<file path="src/logic/mode_tracker_regs.svh">
`ifndef MODE_TRACKER_REGS_SVH
`define MODE_TRACKER_REGS_SVH

// Register byte offsets
`define ADR_ROOT_CTRL    8'h00
`define ADR_GUEST_CTRL   8'h04
`define ADR_ROOT_EPC     8'h08
`define ADR_ROOT_ERRPC   8'h0c
`define ADR_DEBUG_PC     8'h10
`define ADR_GUEST_EPC    8'h14
`define ADR_GUEST_ERRPC  8'h18
`define ADR_MODE         8'h1c
`define ADR_IRQ_STATUS   8'h20
`define ADR_IRQ_CLEAR    8'h24
`define ADR_IRQ_ENABLE   8'h28

// Control register fields
`define CTL_GSEL         0
`define CTL_EXL          1
`define CTL_ERL          2
`define CTL_DM           3
`define CTL_PRIV_LO      4
`define CTL_PRIV_HI      5

// One-hot mode positions
`define MODE_DBG         0
`define MODE_RK          1
`define MODE_RS          2
`define MODE_RU          3
`define MODE_GK          4
`define MODE_GS          5
`define MODE_GU          6
`define MODE_W           7

// Event bits
`define EV_GUEST_IN      0
`define EV_GUEST_OUT     1
`define EV_HYPERVISOR_CALL_INSTR       2
`define EV_DEBUG         3
`define EV_ILLEGAL       4
`define EV_W             5

// Reset values
`define RST_ERL          1'b1
`define RST_GSEL         1'b0

// Privilege field codes
`define PRIV_KERNEL      2'h0
`define PRIV_SUPER       2'h1

`endif

</file>
<file path="src/logic/mode_tracker_pkg.sv">
`include "mode_tracker_regs.svh"

package mode_tracker_pkg;

  typedef struct packed {
    logic                 gsel;
    logic                 rexl;
    logic                 rerl;
    logic                 dm;
    logic [1:0]           rpriv;
    logic                 gexl;
    logic                 gerl;
    logic [1:0]           gpriv;
    logic [31:0]          exception_return_pc;
    logic [31:0]          errpc;
    logic [31:0]          debug_return_pc;
    logic [31:0]          gepc;
    logic [31:0]          gerrpc;
    logic [`EV_W-1:0]     ist;
    logic [`EV_W-1:0]     ien;
    logic                 ack;
    logic [31:0]          rdata;
    logic                 redirect;
    logic [31:0]          target;
  } tracker_state_t;

endpackage : mode_tracker_pkg

</file>
<file path="src/logic/mode_decode.sv">
`timescale 1ns/100ps
`include "mode_tracker_regs.svh"

module mode_decode
  import mode_tracker_pkg::*;
(
  input  wire logic             dm_i,
  input  wire logic             root_erl_i,
  input  wire logic             root_exl_i,
  input  wire logic [1:0]       root_priv_i,
  input  wire logic             guest_sel_i,
  input  wire logic             guest_erl_i,
  input  wire logic             guest_exl_i,
  input  wire logic [1:0]       guest_priv_i,
  output logic      [`MODE_W-1:0] mode_o,
  output logic                  bad_priv_o
);

  // Kernel, supervisor, user; code 11 falls to user, least privilege
  function automatic logic [2:0] priv_sel(input logic [1:0] f);
    logic [2:0] r;
    r = 3'h4;
    if (f == `PRIV_KERNEL)
    begin
      r = 3'h1;
    end
    else if (f == `PRIV_SUPER)
    begin
      r = 3'h2;
    end
    return r;
  endfunction : priv_sel

  always_comb
  begin
    mode_o     = '0;
    bad_priv_o = 1'b0;
    if (dm_i)
    begin
      mode_o[`MODE_DBG] = 1'b1;
    end
    else if (root_erl_i || root_exl_i)
    begin
      mode_o[`MODE_RK] = 1'b1;
    end
    else if (!guest_sel_i)
    begin
      mode_o[`MODE_RU:`MODE_RK] = priv_sel(root_priv_i);
      bad_priv_o                = &root_priv_i;
    end
    else if (guest_erl_i || guest_exl_i)
    begin
      mode_o[`MODE_GK] = 1'b1;
    end
    else
    begin
      mode_o[`MODE_GU:`MODE_GK] = priv_sel(guest_priv_i);
      bad_priv_o                = &guest_priv_i;
    end
  end

endmodule : mode_decode

</file>
<file path="src/logic/guest_root_mode_tracker.sv">
// Behaviour
// - Guest mode only with guest-select 1 and root exception, error, debug all 0.
// - Root mode when debug bit clear and guest-select 0 or any root level set.
// - Root exception return with error level 0 targets exception PC, clears exception level.
// - After that return, core is in guest mode if guest-select was set.
// - Exception and debug returns use their return PCs exactly as the base core.
// - Root exception entry sets root exception or error level; handler runs in root.
// - Hypervisor call in guest mode raises exception handled in root mode.
// - Exception return in guest mode never switches to root mode.
// - Guest software cannot modify root control, status or debug state.
// - Guest sub-mode from guest levels and privilege field; field 11 unpredictable.
// - Guest exception entry leaves root levels untouched; handler runs in guest.
// - Reset sets root error level so execution starts in root mode.
// - Reset clears guest-select bit.
// - Debug flag set means debug mode, overriding every other bit.
// - Debug, root and guest modes are mutually exclusive.
// - Root kernel from levels; else root privilege field picks kernel, supervisor, user.
`timescale 1ns/100ps
`include "mode_tracker_regs.svh"

module guest_root_mode_tracker
  import mode_tracker_pkg::*;
(
  input  wire logic               clk_i,
  input  wire logic               rst_i,
  input  wire logic               ce_i,
  input  wire logic               wb_cyc_i,
  input  wire logic               wb_stb_i,
  input  wire logic               wb_we_i,
  input  wire logic [7:0]         wb_adr_i,
  input  wire logic [3:0]         wb_sel_i,
  input  wire logic [31:0]        wb_dat_i,
  output logic      [31:0]        wb_dat_o,
  output logic                    wb_ack_o,
  input  wire logic               exception_return_instr_i,
  input  wire logic               debug_return_instr_i,
  input  wire logic               hypervisor_call_instr_i,
  input  wire logic               exc_take_i,
  input  wire logic               exc_error_i,
  input  wire logic               exc_root_i,
  input  wire logic               dbg_take_i,
  input  wire logic [31:0]        pc_i,
  output logic                    redirect_o,
  output logic      [31:0]        target_o,
  output logic      [`MODE_W-1:0] mode_o,
  output logic                    guest_mode_o,
  output logic                    root_mode_o,
  output logic                    debug_mode_o,
  output logic                    bad_priv_o,
  output logic                    irq_o
);

  tracker_state_t     s_r;
  tracker_state_t     s_nxt;
  logic [`MODE_W-1:0] mode;
  logic               bad_priv;
  logic               bus_req;
  logic               bus_wr;
  logic [`EV_W-1:0]   ev;
  logic [`EV_W-1:0]   clr;

  function automatic logic [31:0] byte_merge(input logic [31:0] old_v,
                                             input logic [31:0] new_v,
                                             input logic [3:0]  sel);
    logic [31:0] r;
    r = old_v;
    for (int i = 0; i < 4; i++)
    begin
      if (sel[i])
      begin
        r[i*8 +: 8] = new_v[i*8 +: 8];
      end
    end
    return r;
  endfunction : byte_merge

  function automatic logic [31:0] ctrl_word(input logic       gsel,
                                            input logic       exception_level_bit,
                                            input logic       error_level_bit,
                                            input logic       dm,
                                            input logic [1:0] priv);
    logic [31:0] r;
    r                                = '0;
    r[`CTL_GSEL]                     = gsel;
    r[`CTL_EXL]                      = exception_level_bit;
    r[`CTL_ERL]                      = error_level_bit;
    r[`CTL_DM]                       = dm;
    r[`CTL_PRIV_HI:`CTL_PRIV_LO]     = priv;
    return r;
  endfunction : ctrl_word

  mode_decode u_decode (
    .dm_i         (s_r.dm),
    .root_erl_i   (s_r.rerl),
    .root_exl_i   (s_r.rexl),
    .root_priv_i  (s_r.rpriv),
    .guest_sel_i  (s_r.gsel),
    .guest_erl_i  (s_r.gerl),
    .guest_exl_i  (s_r.gexl),
    .guest_priv_i (s_r.gpriv),
    .mode_o       (mode),
    .bad_priv_o   (bad_priv)
  );

  assign mode_o       = mode;
  assign bad_priv_o   = bad_priv;
  assign debug_mode_o = mode[`MODE_DBG];
  // root covers the three root sub-modes
  assign root_mode_o  = mode[`MODE_RK] | mode[`MODE_RS] | mode[`MODE_RU];
  // guest covers the three guest sub-modes
  assign guest_mode_o = mode[`MODE_GK] | mode[`MODE_GS] | mode[`MODE_GU];
  assign wb_ack_o     = s_r.ack;
  assign wb_dat_o     = s_r.rdata;
  assign redirect_o   = s_r.redirect;
  assign target_o     = s_r.target;
  assign irq_o        = |(s_r.ist & s_r.ien);
  assign bus_req      = wb_cyc_i & wb_stb_i & ~s_r.ack;
  assign bus_wr       = bus_req & wb_we_i;

  always_comb
  begin
    s_nxt          = s_r;
    ev             = '0;
    clr            = '0;
    s_nxt.ack      = bus_req;
    s_nxt.redirect = 1'b0;
    if (bus_req)
    begin
      unique case (wb_adr_i)
        `ADR_ROOT_CTRL:   s_nxt.rdata = ctrl_word(s_r.gsel, s_r.rexl, s_r.rerl, s_r.dm, s_r.rpriv);
        `ADR_GUEST_CTRL:  s_nxt.rdata = ctrl_word(1'b0, s_r.gexl, s_r.gerl, 1'b0, s_r.gpriv);
        `ADR_ROOT_EPC:    s_nxt.rdata = s_r.exception_return_pc;
        `ADR_ROOT_ERRPC:  s_nxt.rdata = s_r.errpc;
        `ADR_DEBUG_PC:    s_nxt.rdata = s_r.debug_return_pc;
        `ADR_GUEST_EPC:   s_nxt.rdata = s_r.gepc;
        `ADR_GUEST_ERRPC: s_nxt.rdata = s_r.gerrpc;
        `ADR_MODE:        s_nxt.rdata = {{(32-`MODE_W){1'b0}}, mode};
        `ADR_IRQ_STATUS:  s_nxt.rdata = {{(32-`EV_W){1'b0}}, s_r.ist};
        `ADR_IRQ_ENABLE:  s_nxt.rdata = {{(32-`EV_W){1'b0}}, s_r.ien};
        default:          s_nxt.rdata = '0;
      endcase
    end
    if (bus_wr)
    begin
      unique case (wb_adr_i)
        `ADR_ROOT_CTRL:
        begin
          if (guest_mode_o)
          begin
            ev[`EV_ILLEGAL] = 1'b1;
          end
          else if (wb_sel_i[0])
          begin
            s_nxt.gsel  = wb_dat_i[`CTL_GSEL];
            s_nxt.rexl  = wb_dat_i[`CTL_EXL];
            s_nxt.rerl  = wb_dat_i[`CTL_ERL];
            s_nxt.rpriv = wb_dat_i[`CTL_PRIV_HI:`CTL_PRIV_LO];
          end
        end
        `ADR_GUEST_CTRL:
        begin
          if (wb_sel_i[0])
          begin
            s_nxt.gexl  = wb_dat_i[`CTL_EXL];
            s_nxt.gerl  = wb_dat_i[`CTL_ERL];
            s_nxt.gpriv = wb_dat_i[`CTL_PRIV_HI:`CTL_PRIV_LO];
          end
        end
        `ADR_ROOT_EPC,
        `ADR_ROOT_ERRPC,
        `ADR_DEBUG_PC:
        begin
          // root return PCs locked from guest
          if (guest_mode_o)
          begin
            ev[`EV_ILLEGAL] = 1'b1;
          end
          else if (wb_adr_i == `ADR_ROOT_EPC)
          begin
            s_nxt.exception_return_pc = byte_merge(s_r.exception_return_pc, wb_dat_i, wb_sel_i);
          end
          else if (wb_adr_i == `ADR_ROOT_ERRPC)
          begin
            s_nxt.errpc = byte_merge(s_r.errpc, wb_dat_i, wb_sel_i);
          end
          else
          begin
            s_nxt.debug_return_pc = byte_merge(s_r.debug_return_pc, wb_dat_i, wb_sel_i);
          end
        end
        `ADR_GUEST_EPC:   s_nxt.gepc   = byte_merge(s_r.gepc, wb_dat_i, wb_sel_i);
        `ADR_GUEST_ERRPC: s_nxt.gerrpc = byte_merge(s_r.gerrpc, wb_dat_i, wb_sel_i);
        `ADR_IRQ_CLEAR:   clr          = wb_sel_i[0] ? wb_dat_i[`EV_W-1:0] : '0;
        `ADR_IRQ_ENABLE:  s_nxt.ien    = wb_sel_i[0] ? wb_dat_i[`EV_W-1:0] : s_r.ien;
        default:          s_nxt.rdata  = s_nxt.rdata;
      endcase
    end
    // Core events win over a bus write in the same cycle
    if (dbg_take_i)
    begin
      s_nxt.dm       = 1'b1;
      s_nxt.debug_return_pc     = pc_i;
      ev[`EV_DEBUG]  = 1'b1;
    end
    else if (exc_take_i)
    begin
      if (guest_mode_o && !exc_root_i)
      begin
        if (exc_error_i)
        begin
          s_nxt.gerl   = 1'b1;
          s_nxt.gerrpc = pc_i;
        end
        else
        begin
          s_nxt.gexl = 1'b1;
          s_nxt.gepc = s_r.gexl ? s_r.gepc : pc_i;
        end
      end
      // root exception sets a root level
      else
      begin
        if (exc_error_i)
        begin
          s_nxt.rerl  = 1'b1;
          s_nxt.errpc = pc_i;
        end
        else
        begin
          s_nxt.rexl = 1'b1;
          s_nxt.exception_return_pc  = s_r.rexl ? s_r.exception_return_pc : pc_i;
        end
        ev[`EV_GUEST_OUT] = guest_mode_o;
      end
    end
    else if (hypervisor_call_instr_i && guest_mode_o)
    begin
      s_nxt.rexl        = 1'b1;
      s_nxt.exception_return_pc         = pc_i;
      ev[`EV_HYPERVISOR_CALL_INSTR]   = 1'b1;
      ev[`EV_GUEST_OUT] = 1'b1;
    end
    else if (debug_return_instr_i && debug_mode_o)
    begin
      s_nxt.dm       = 1'b0;
      s_nxt.target   = s_r.debug_return_pc;
      s_nxt.redirect = 1'b1;
    end
    else if (exception_return_instr_i && !debug_mode_o)
    begin
      s_nxt.redirect = 1'b1;
      // guest return touches guest context only
      if (guest_mode_o)
      begin
        if (s_r.gerl)
        begin
          s_nxt.gerl   = 1'b0;
          s_nxt.target = s_r.gerrpc;
        end
        else
        begin
          s_nxt.gexl   = 1'b0;
          s_nxt.target = s_r.gepc;
        end
      end
      else if (s_r.rerl)
      begin
        s_nxt.rerl   = 1'b0;
        s_nxt.target = s_r.errpc;
      end
      else
      begin
        s_nxt.rexl         = 1'b0;
        s_nxt.target       = s_r.exception_return_pc;
        ev[`EV_GUEST_IN]   = s_nxt.gsel;
      end
    end
    ev[`EV_ILLEGAL] = ev[`EV_ILLEGAL] | bad_priv;
    // Set wins over clear
    s_nxt.ist = (s_r.ist & ~clr) | ev;
  end

  always_ff @(posedge clk_i)
  begin
    if (rst_i)
    begin
      s_r      <= '0;
      // start in root via error level
      s_r.rerl <= `RST_ERL;
      s_r.gsel <= `RST_GSEL;
    end
    else if (ce_i)
    begin
      s_r <= s_nxt;
    end
  end
endmodule : guest_root_mode_tracker

</file>
<file path="config.mk">
export PLATFORM = sky130hd
export DESIGN_NAME = guest_root_mode_tracker
export DESIGN_NICKNAME = d
export VERILOG_FILES = /design/src/logic/mode_tracker_pkg.sv /design/src/logic/mode_decode.sv /design/src/logic/guest_root_mode_tracker.sv
export VERILOG_INCLUDE_DIRS = /design/src /design/src/logic
export SDC_FILE = /design/constraint.sdc
export NUM_CORES = 1
export LEC_CHECK = 0
export ABC_AREA = 1
export BUFFER_PORTS_ARGS = -buffer_cell sky130_fd_sc_hd__buf_2
export CAP_MARGIN = 20
export CORE_UTILIZATION = 40
export DETAILED_ROUTE_END_ITERATION = 16
export GPL_TIMING_DRIVEN = 0
export PLACE_DENSITY = 0.68
export SYNTH_ARGS = -nofsm -noshare
export SYNTH_HDL_FRONTEND = slang
export SYNTH_HIERARCHICAL = 1
export SYNTH_SLANG_ARGS = --single-unit
export TNS_END_PERCENT = 50
</file>
<file path="constraint.sdc">
create_clock -name clk_i -period 5.26 [get_ports clk_i]
set_clock_uncertainty 0.05 [all_clocks]
set_input_delay 0.526 -clock clk_i [delete_from_list [all_inputs] [get_ports clk_i]]
set_output_delay 0.526 -clock clk_i [all_outputs]
set_load 0.005 [all_outputs]
</file>
* Word-level counts from Yosys, hierarchy flattened
Cells that the tools add are included.
Storage, ports and cells: output and inout bits 78, logic and storage cells 213, bits of input ports 89, register bits 246
Operators by class: bitwise logic cells 17, eq/ne operators 19, reductions and logical operators 36, muxes and demuxes 119
Operators with widths (count):
- two-way mux 32 bit | 18
- two-way mux 64 bit | 6
- one-hot mux 32 bit (10 select lines) | 1
- two-way mux 96 bit | 2
- two-way mux 33 bit | 5
- two-way mux 164 bit | 1
- two-way mux 8 bit | 20
- two-way mux 3 bit | 11
- equality test 8 x 5 -> 1 bit, second input constant | 4
- two-way mux 1 bit | 32
- two-way mux 2 bit | 16
- AND reduction 7 bit | 4
- equality test 8 x 6 -> 1 bit, second input constant | 3
- two-way mux 5 bit | 4
- equality test 8 x 4 -> 1 bit, second input constant | 2
- nonzero test 2 bit | 8
- AND reduction 4 bit | 3
- bitwise AND 5 bit | 2
- AND reduction 2 bit | 5
- AND reduction 5 bit | 2
- equality test 8 x 3 -> 1 bit, second input constant | 1
- zero test 8 bit | 1
- two-way mux 4 bit | 2
- inequality test 2 bit, second input constant | 4
- 17 further kinds | 34

* Logic depth before layout (Yosys ltp)
depth in word-level cells 20, gate-level depth with buffers 17

* Hierarchy
The synthesis kept the hierarchy.
Modules (own cells, without submodules):
- guest_root_mode_tracker | cells an instance 2436, times used 1, area each 15092.0 sq um, seq. area each 4924.7 sq um
- mode_decode | cells an instance 29, times used 1, area each 138.9 sq um, seq. area each 0.0 sq um

* Least setup slack after synthesis
No wires, ideal clock.
path type register -> output, from register s_r[243] in the netlist's numbering, to output guest_mode_o, slack 3.131 ns, cell stages (with the launch flop) 10, arrival time 1.553 ns, data required time 4.684 ns, buffers on the path 2, cells stage by stage dfxtp_1 -> inv_1 -> nand2_1 -> nor2_1 -> nand2_1 -> nor2_1 -> inv_1 -> nand3_2 -> clkbuf_1 -> clkbuf_1
Between the ends: word-level cells in the longest chain between the ends 5
RTL lines:
- from (decl) | RTL line guest_root_mode_tracker.sv:53 | tracker_state_t s_r;
- from (signal assigned) | RTL line guest_root_mode_tracker.sv:294 | s_r <= s_nxt;
- logical OR 1 bit | RTL line mode_decode.sv:42 | else if (root_erl_i || root_exl_i)
- two-way mux 5 bit | RTL line mode_decode.sv:42
- two-way mux 6 bit | RTL line mode_decode.sv:38 | if (dm_i)
- net mode_o[5] | RTL line guest_root_mode_tracker.sv:45 | output logic [`MODE_W-1:0] mode_o,
- OR 1 bit (2 in series) | RTL line guest_root_mode_tracker.sv:111 | assign guest_mode_o = mode[`MODE_GK] | mode[`MODE_GS] | mode[`MODE_GU];
- to (decl) | RTL line guest_root_mode_tracker.sv:46 | output logic guest_mode_o,
The timed path passes the listed nets, and every way through them passes these cells.

* Worst setup path in the final report
from register s_r[243] in the netlist's numbering, to output guest_mode_o
Between the ends: word-level cells in the longest chain between the ends 5
RTL lines (RTL line):
- logical OR 1 bit * | mode_decode.sv:42
- two-way mux 5 bit * | mode_decode.sv:42
- two-way mux 6 bit * | mode_decode.sv:38
- OR 1 bit | guest_root_mode_tracker.sv:111
- OR 1 bit * | guest_root_mode_tracker.sv:111
Every way passes the cells marked *; elsewhere a longest branch is shown, timed or not.

==> impl_metrics.sql <==
INSERT INTO impl_metrics (metric_group, metric, value, unit) VALUES
('die', 'initial_core_util', '40.5', '%'),
('critical_path', 'worst_reg2reg_path_depth', '11', ''),
('synthesis', 'yosys.area.top_type_share', '32.3', '%'),
('route', 'routed-via-count', '18800', ''),
('critical_path', 'critical_path.max_fanout', '10', ''),
('layout', 'finalNetCount', '2756', ''),
('placed_design', 'post-dp-hpwl', '56500', 'µm'),
('timing', 'max_slew.worst_pin.slew', '1.12', 'ns'),
('layout', 'post_route_cells_drive_above_1_share', '14.3', '%'),
('clock_network', 'post_cts_hold_buffer_count', '0', ''),
('route', 'drt-pass1-iter-count', '6', ''),
('die', 'core_box_area', '37600', 'µm²'),
('critical_path', 'regToRegEndpoint', 'target_o[5]', ''),
('clock_network', 'cts_setup_buffers', '0', ''),
('timing', 'setup_repair_after_global_routing_missed_its_margin', 'false', ''),
('clock_network', 'cts.sink_count', '246', ''),
('timing', 'timing.final.max_slew_violations', '0', ''),
('synthesis', 'yosys_warnings', '6', ''),
('synthesis', 'post_synth_num_cell_types', '44', ''),
('grt', 'grt_pass1_vias', '17200', ''),
('grt', 'grt_pass1_wl', '113000', 'µm'),
('critical_path', 'r2r_start', 's_r[243]', ''),
('placed_design', 'setup_slack_at_placement', '1.73', 'ns'),
('route', 'route.detailed.drc', '0', ''),
('timing', 'timing.final.crit_share', '77.5', '%'),
('min_path', 'start_point_of_the_worst_min_delay_path', 'pc_i[20]', ''),
('synthesis', 'synthDominantAreaCellType', 'sky130_fd_sc_hd__dfxtp_1', ''),
('die', 'fp.dieArea', '38900', 'µm²'),
('timing', 'finalHoldViolations', '0', ''),
('power', 'power.static_leakage', '7.68', 'nW'),
('synthesis', 'synth_seq_cells', '246', ''),
('placed_design', 'routabilityCongestion', '0.998', ''),
('synthesis', 'synth.yosys.seq_area_share', '32.3', '%'),
('synthesis', 'synthesis.nets', '2554', ''),
('layout', 'mostFrequentLayoutCells', '712 x sky130_fd_sc_hd__nand2_1, 254 x sky130_fd_sc_hd__o21ai_0, 246 x sky130_fd_sc_hd__dfxtp_1', ''),
('min_path', 'timing.hold.worst.class', 'primary input to register', ''),
('die', 'die_h', '197', 'µm'),
('critical_path', 'worst-endpoint-arrival', '3.50', 'ns'),
('route', 'antenna_left', '0', ''),
('clock_network', 'clk_root_buffer_cell', 'sky130_fd_sc_hd__clkbuf_16', ''),
('clock_network', 'cts.reportedPaths.clkPinSlew', '0.07', 'ns'),
('route', 'routed_wl', '78600', 'µm'),
('clock_network', 'clk_path_buf_depth', '3', ''),
('power', 'powerDensity', '260', 'nW/µm²'),
('placed_design', 'dpl.cell_count', '3143', ''),
('outcome', 'status', 'finished clean', ''),
('synthesis', 'post_synth_main_area_contributors', 'sky130_fd_sc_hd__dfxtp_1 32%, sky130_fd_sc_hd__nand2_1 18%, sky130_fd_sc_hd__o21ai_0 8.3%', ''),
('synthesis', 'synth_edf_count', '0', ''),
('grt', 'grt_antenna_before_repair', '1', ''),
('clock_network', 'numCtsBuffers', '31', ''),
('critical_path', 'path_class', 'register to primary output', ''),
('clock_network', 'worst_skew_late_latency', '0.61', 'ns'),
('clock_network', 'ctsResizeCount', '0', ''),
('route', 'dr.first_iter.drc_count', '2819', ''),
('timing', 'fin_ws', '1.18', 'ns'),
('layout', 'layout-area-overhead-vs-synth', '16.1', '%'),
('job', 'max-cap-violations', '0', ''),
('die', 'number_of_ports_placed_on_the_die_boundary', '167', ''),
('placed_design', 'count_of_input_and_output_buffers', '164', ''),
('clock_network', 'tritoncts_clock_tree', 'done', ''),
('layout', 'layout_commonest_cell', 'sky130_fd_sc_hd__nand2_1', ''),
('critical_path', 'timing.critical_path.from', 's_r[243]', ''),
('power', 'vdd.ir_drop.worst', '287', 'µV'),
('synthesis', 'syn-instance-count', '2465', ''),
('grt', 'grt_start_max_net_pins', '16', ''),
('timing', 'timing.slew.headroom', '25.5', '%'),
('timing', 'finalSetupViolations', '0', ''),
('synthesis', 'synth.avg_cell_area', '6.18', 'µm²'),
('critical_path', 'critPathCaptureType', 'primary output', ''),
('die', 'placementRows', '71', ''),
('timing', 'setup_tns', '0', 'ns');
-- registers in the layout (all words and copies together), names as in the netlist --
| register | flops |
|---|---|
| target_o | 32 |
| redirect_o | 1 |
| s_r | 180 |
| wb_dat_o | 32 |
| wb_ack_o | 1 |
-- cell usage after synthesis (2+ instances only) --
master / instances
sky130_fd_sc_hd__nor2_1: 188
sky130_fd_sc_hd__a31oi_1: 20
sky130_fd_sc_hd__nand4_2: 3
sky130_fd_sc_hd__nand4_1: 2
sky130_fd_sc_hd__clkbuf_1: 98
sky130_fd_sc_hd__o21ai_0: 254
sky130_fd_sc_hd__o21ai_1: 22
sky130_fd_sc_hd__a21oi_1: 182
sky130_fd_sc_hd__a211oi_1: 6
sky130_fd_sc_hd__nor3_1: 36
sky130_fd_sc_hd__nand3b_1: 2
sky130_fd_sc_hd__a32oi_1: 9
sky130_fd_sc_hd__inv_2: 9
sky130_fd_sc_hd__nand3_1: 136
sky130_fd_sc_hd__buf_6: 2
sky130_fd_sc_hd__nand3_2: 3
sky130_fd_sc_hd__a21oi_2: 4
sky130_fd_sc_hd__buf_4: 67
sky130_fd_sc_hd__nand2_2: 5
sky130_fd_sc_hd__nand2_1: 712
sky130_fd_sc_hd__buf_2: 40
sky130_fd_sc_hd__nor2_2: 20
sky130_fd_sc_hd__nor2_4: 7
sky130_fd_sc_hd__nand2_4: 2
sky130_fd_sc_hd__o211ai_1: 83
sky130_fd_sc_hd__buf_1: 5
sky130_fd_sc_hd__inv_1: 233
sky130_fd_sc_hd__dfxtp_1: 246
sky130_fd_sc_hd__o22ai_1: 54
-- worst max-delay path: stages, from the launching register on --
cell,delay (ns)
sky130_fd_sc_hd__dfxtp_1,0.42
sky130_fd_sc_hd__inv_1,0.09
sky130_fd_sc_hd__nand2_1,0.05
sky130_fd_sc_hd__nor2_1,0.14
sky130_fd_sc_hd__nand2_1,0.10
sky130_fd_sc_hd__nor2_1,0.17
sky130_fd_sc_hd__inv_1,0.12
sky130_fd_sc_hd__nand3_2,0.24
sky130_fd_sc_hd__clkbuf_1,0.59
sky130_fd_sc_hd__clkbuf_1,0.73
sky130_fd_sc_hd__buf_2,0.24
-- metrics by stage --
stage	power, W	utilization, %	instance area, µm²	hold WS [ns]
finish	0.00459	47.1	17700	0.244
detailed placement	0.00253	44.5	16700	0.409
global route	0.00469	47.1	17700	0.259
floorplan	0.00226	-	15200	0.395
global placement	0.00252	44.4	16700	0.405
CTS	0.00456	47.0	17700	0.239
-- logic make-up (layout without fill, tap and decap cells) --
| kind of cell | Yosys count | count (layout) | synth area share [%] |
|---|---|---|---|
| flops | 246 | 246 | 32.3 |
| simple gates | 1122 | 1122 | 30.7 |
| buf+inv | 455 | 679 | 13.3 |
| other cells | 0 | 1 | 0 |
| compound gates | 642 | 642 | 23.7 |
-- worst max-delay path by stage --
stage | cells past startpoint | to | slack (ns)
after floorplan | 9 | guest_mode_o | 3.13
after global placement | 13 | target_o[0] | 1.46
after detailed placement | 11 | target_o[5] | 1.73
after CTS | 10 | guest_mode_o | 1.36
after global routing | 10 | guest_mode_o | 1.06
final | 10 | guest_mode_o | 1.18
-- routing by layer --
layer  track usage, %  wire length, µm  up-vias
li1                 -                -     8452
met1             52.3            30900     8645
met2             58.1            32300     1403
met3             10.8            10400      314
met4             22.8             4950        0
met5                0                0        -
-- power breakdown --
group	internal [W]	switching (W)
clock network	0.00116	0.000906
logic	0.000154	0.000434
registers	0.00191	0.0000338
total	0.00322	0.00137
-- cell type report --
class	instances	area [µm²]
diodes	1	2.50
plain buffers	212	1110
clock buffers	46	892
clock inverters	9	51.3
fillers	4076	19900
inverters	243	912
multi-input cells	1764	8290
flip-flops and latches	246	4920
well taps	511	639
repair buffers	169	866
No activity file was read; power rests on OpenSTA's default activity.
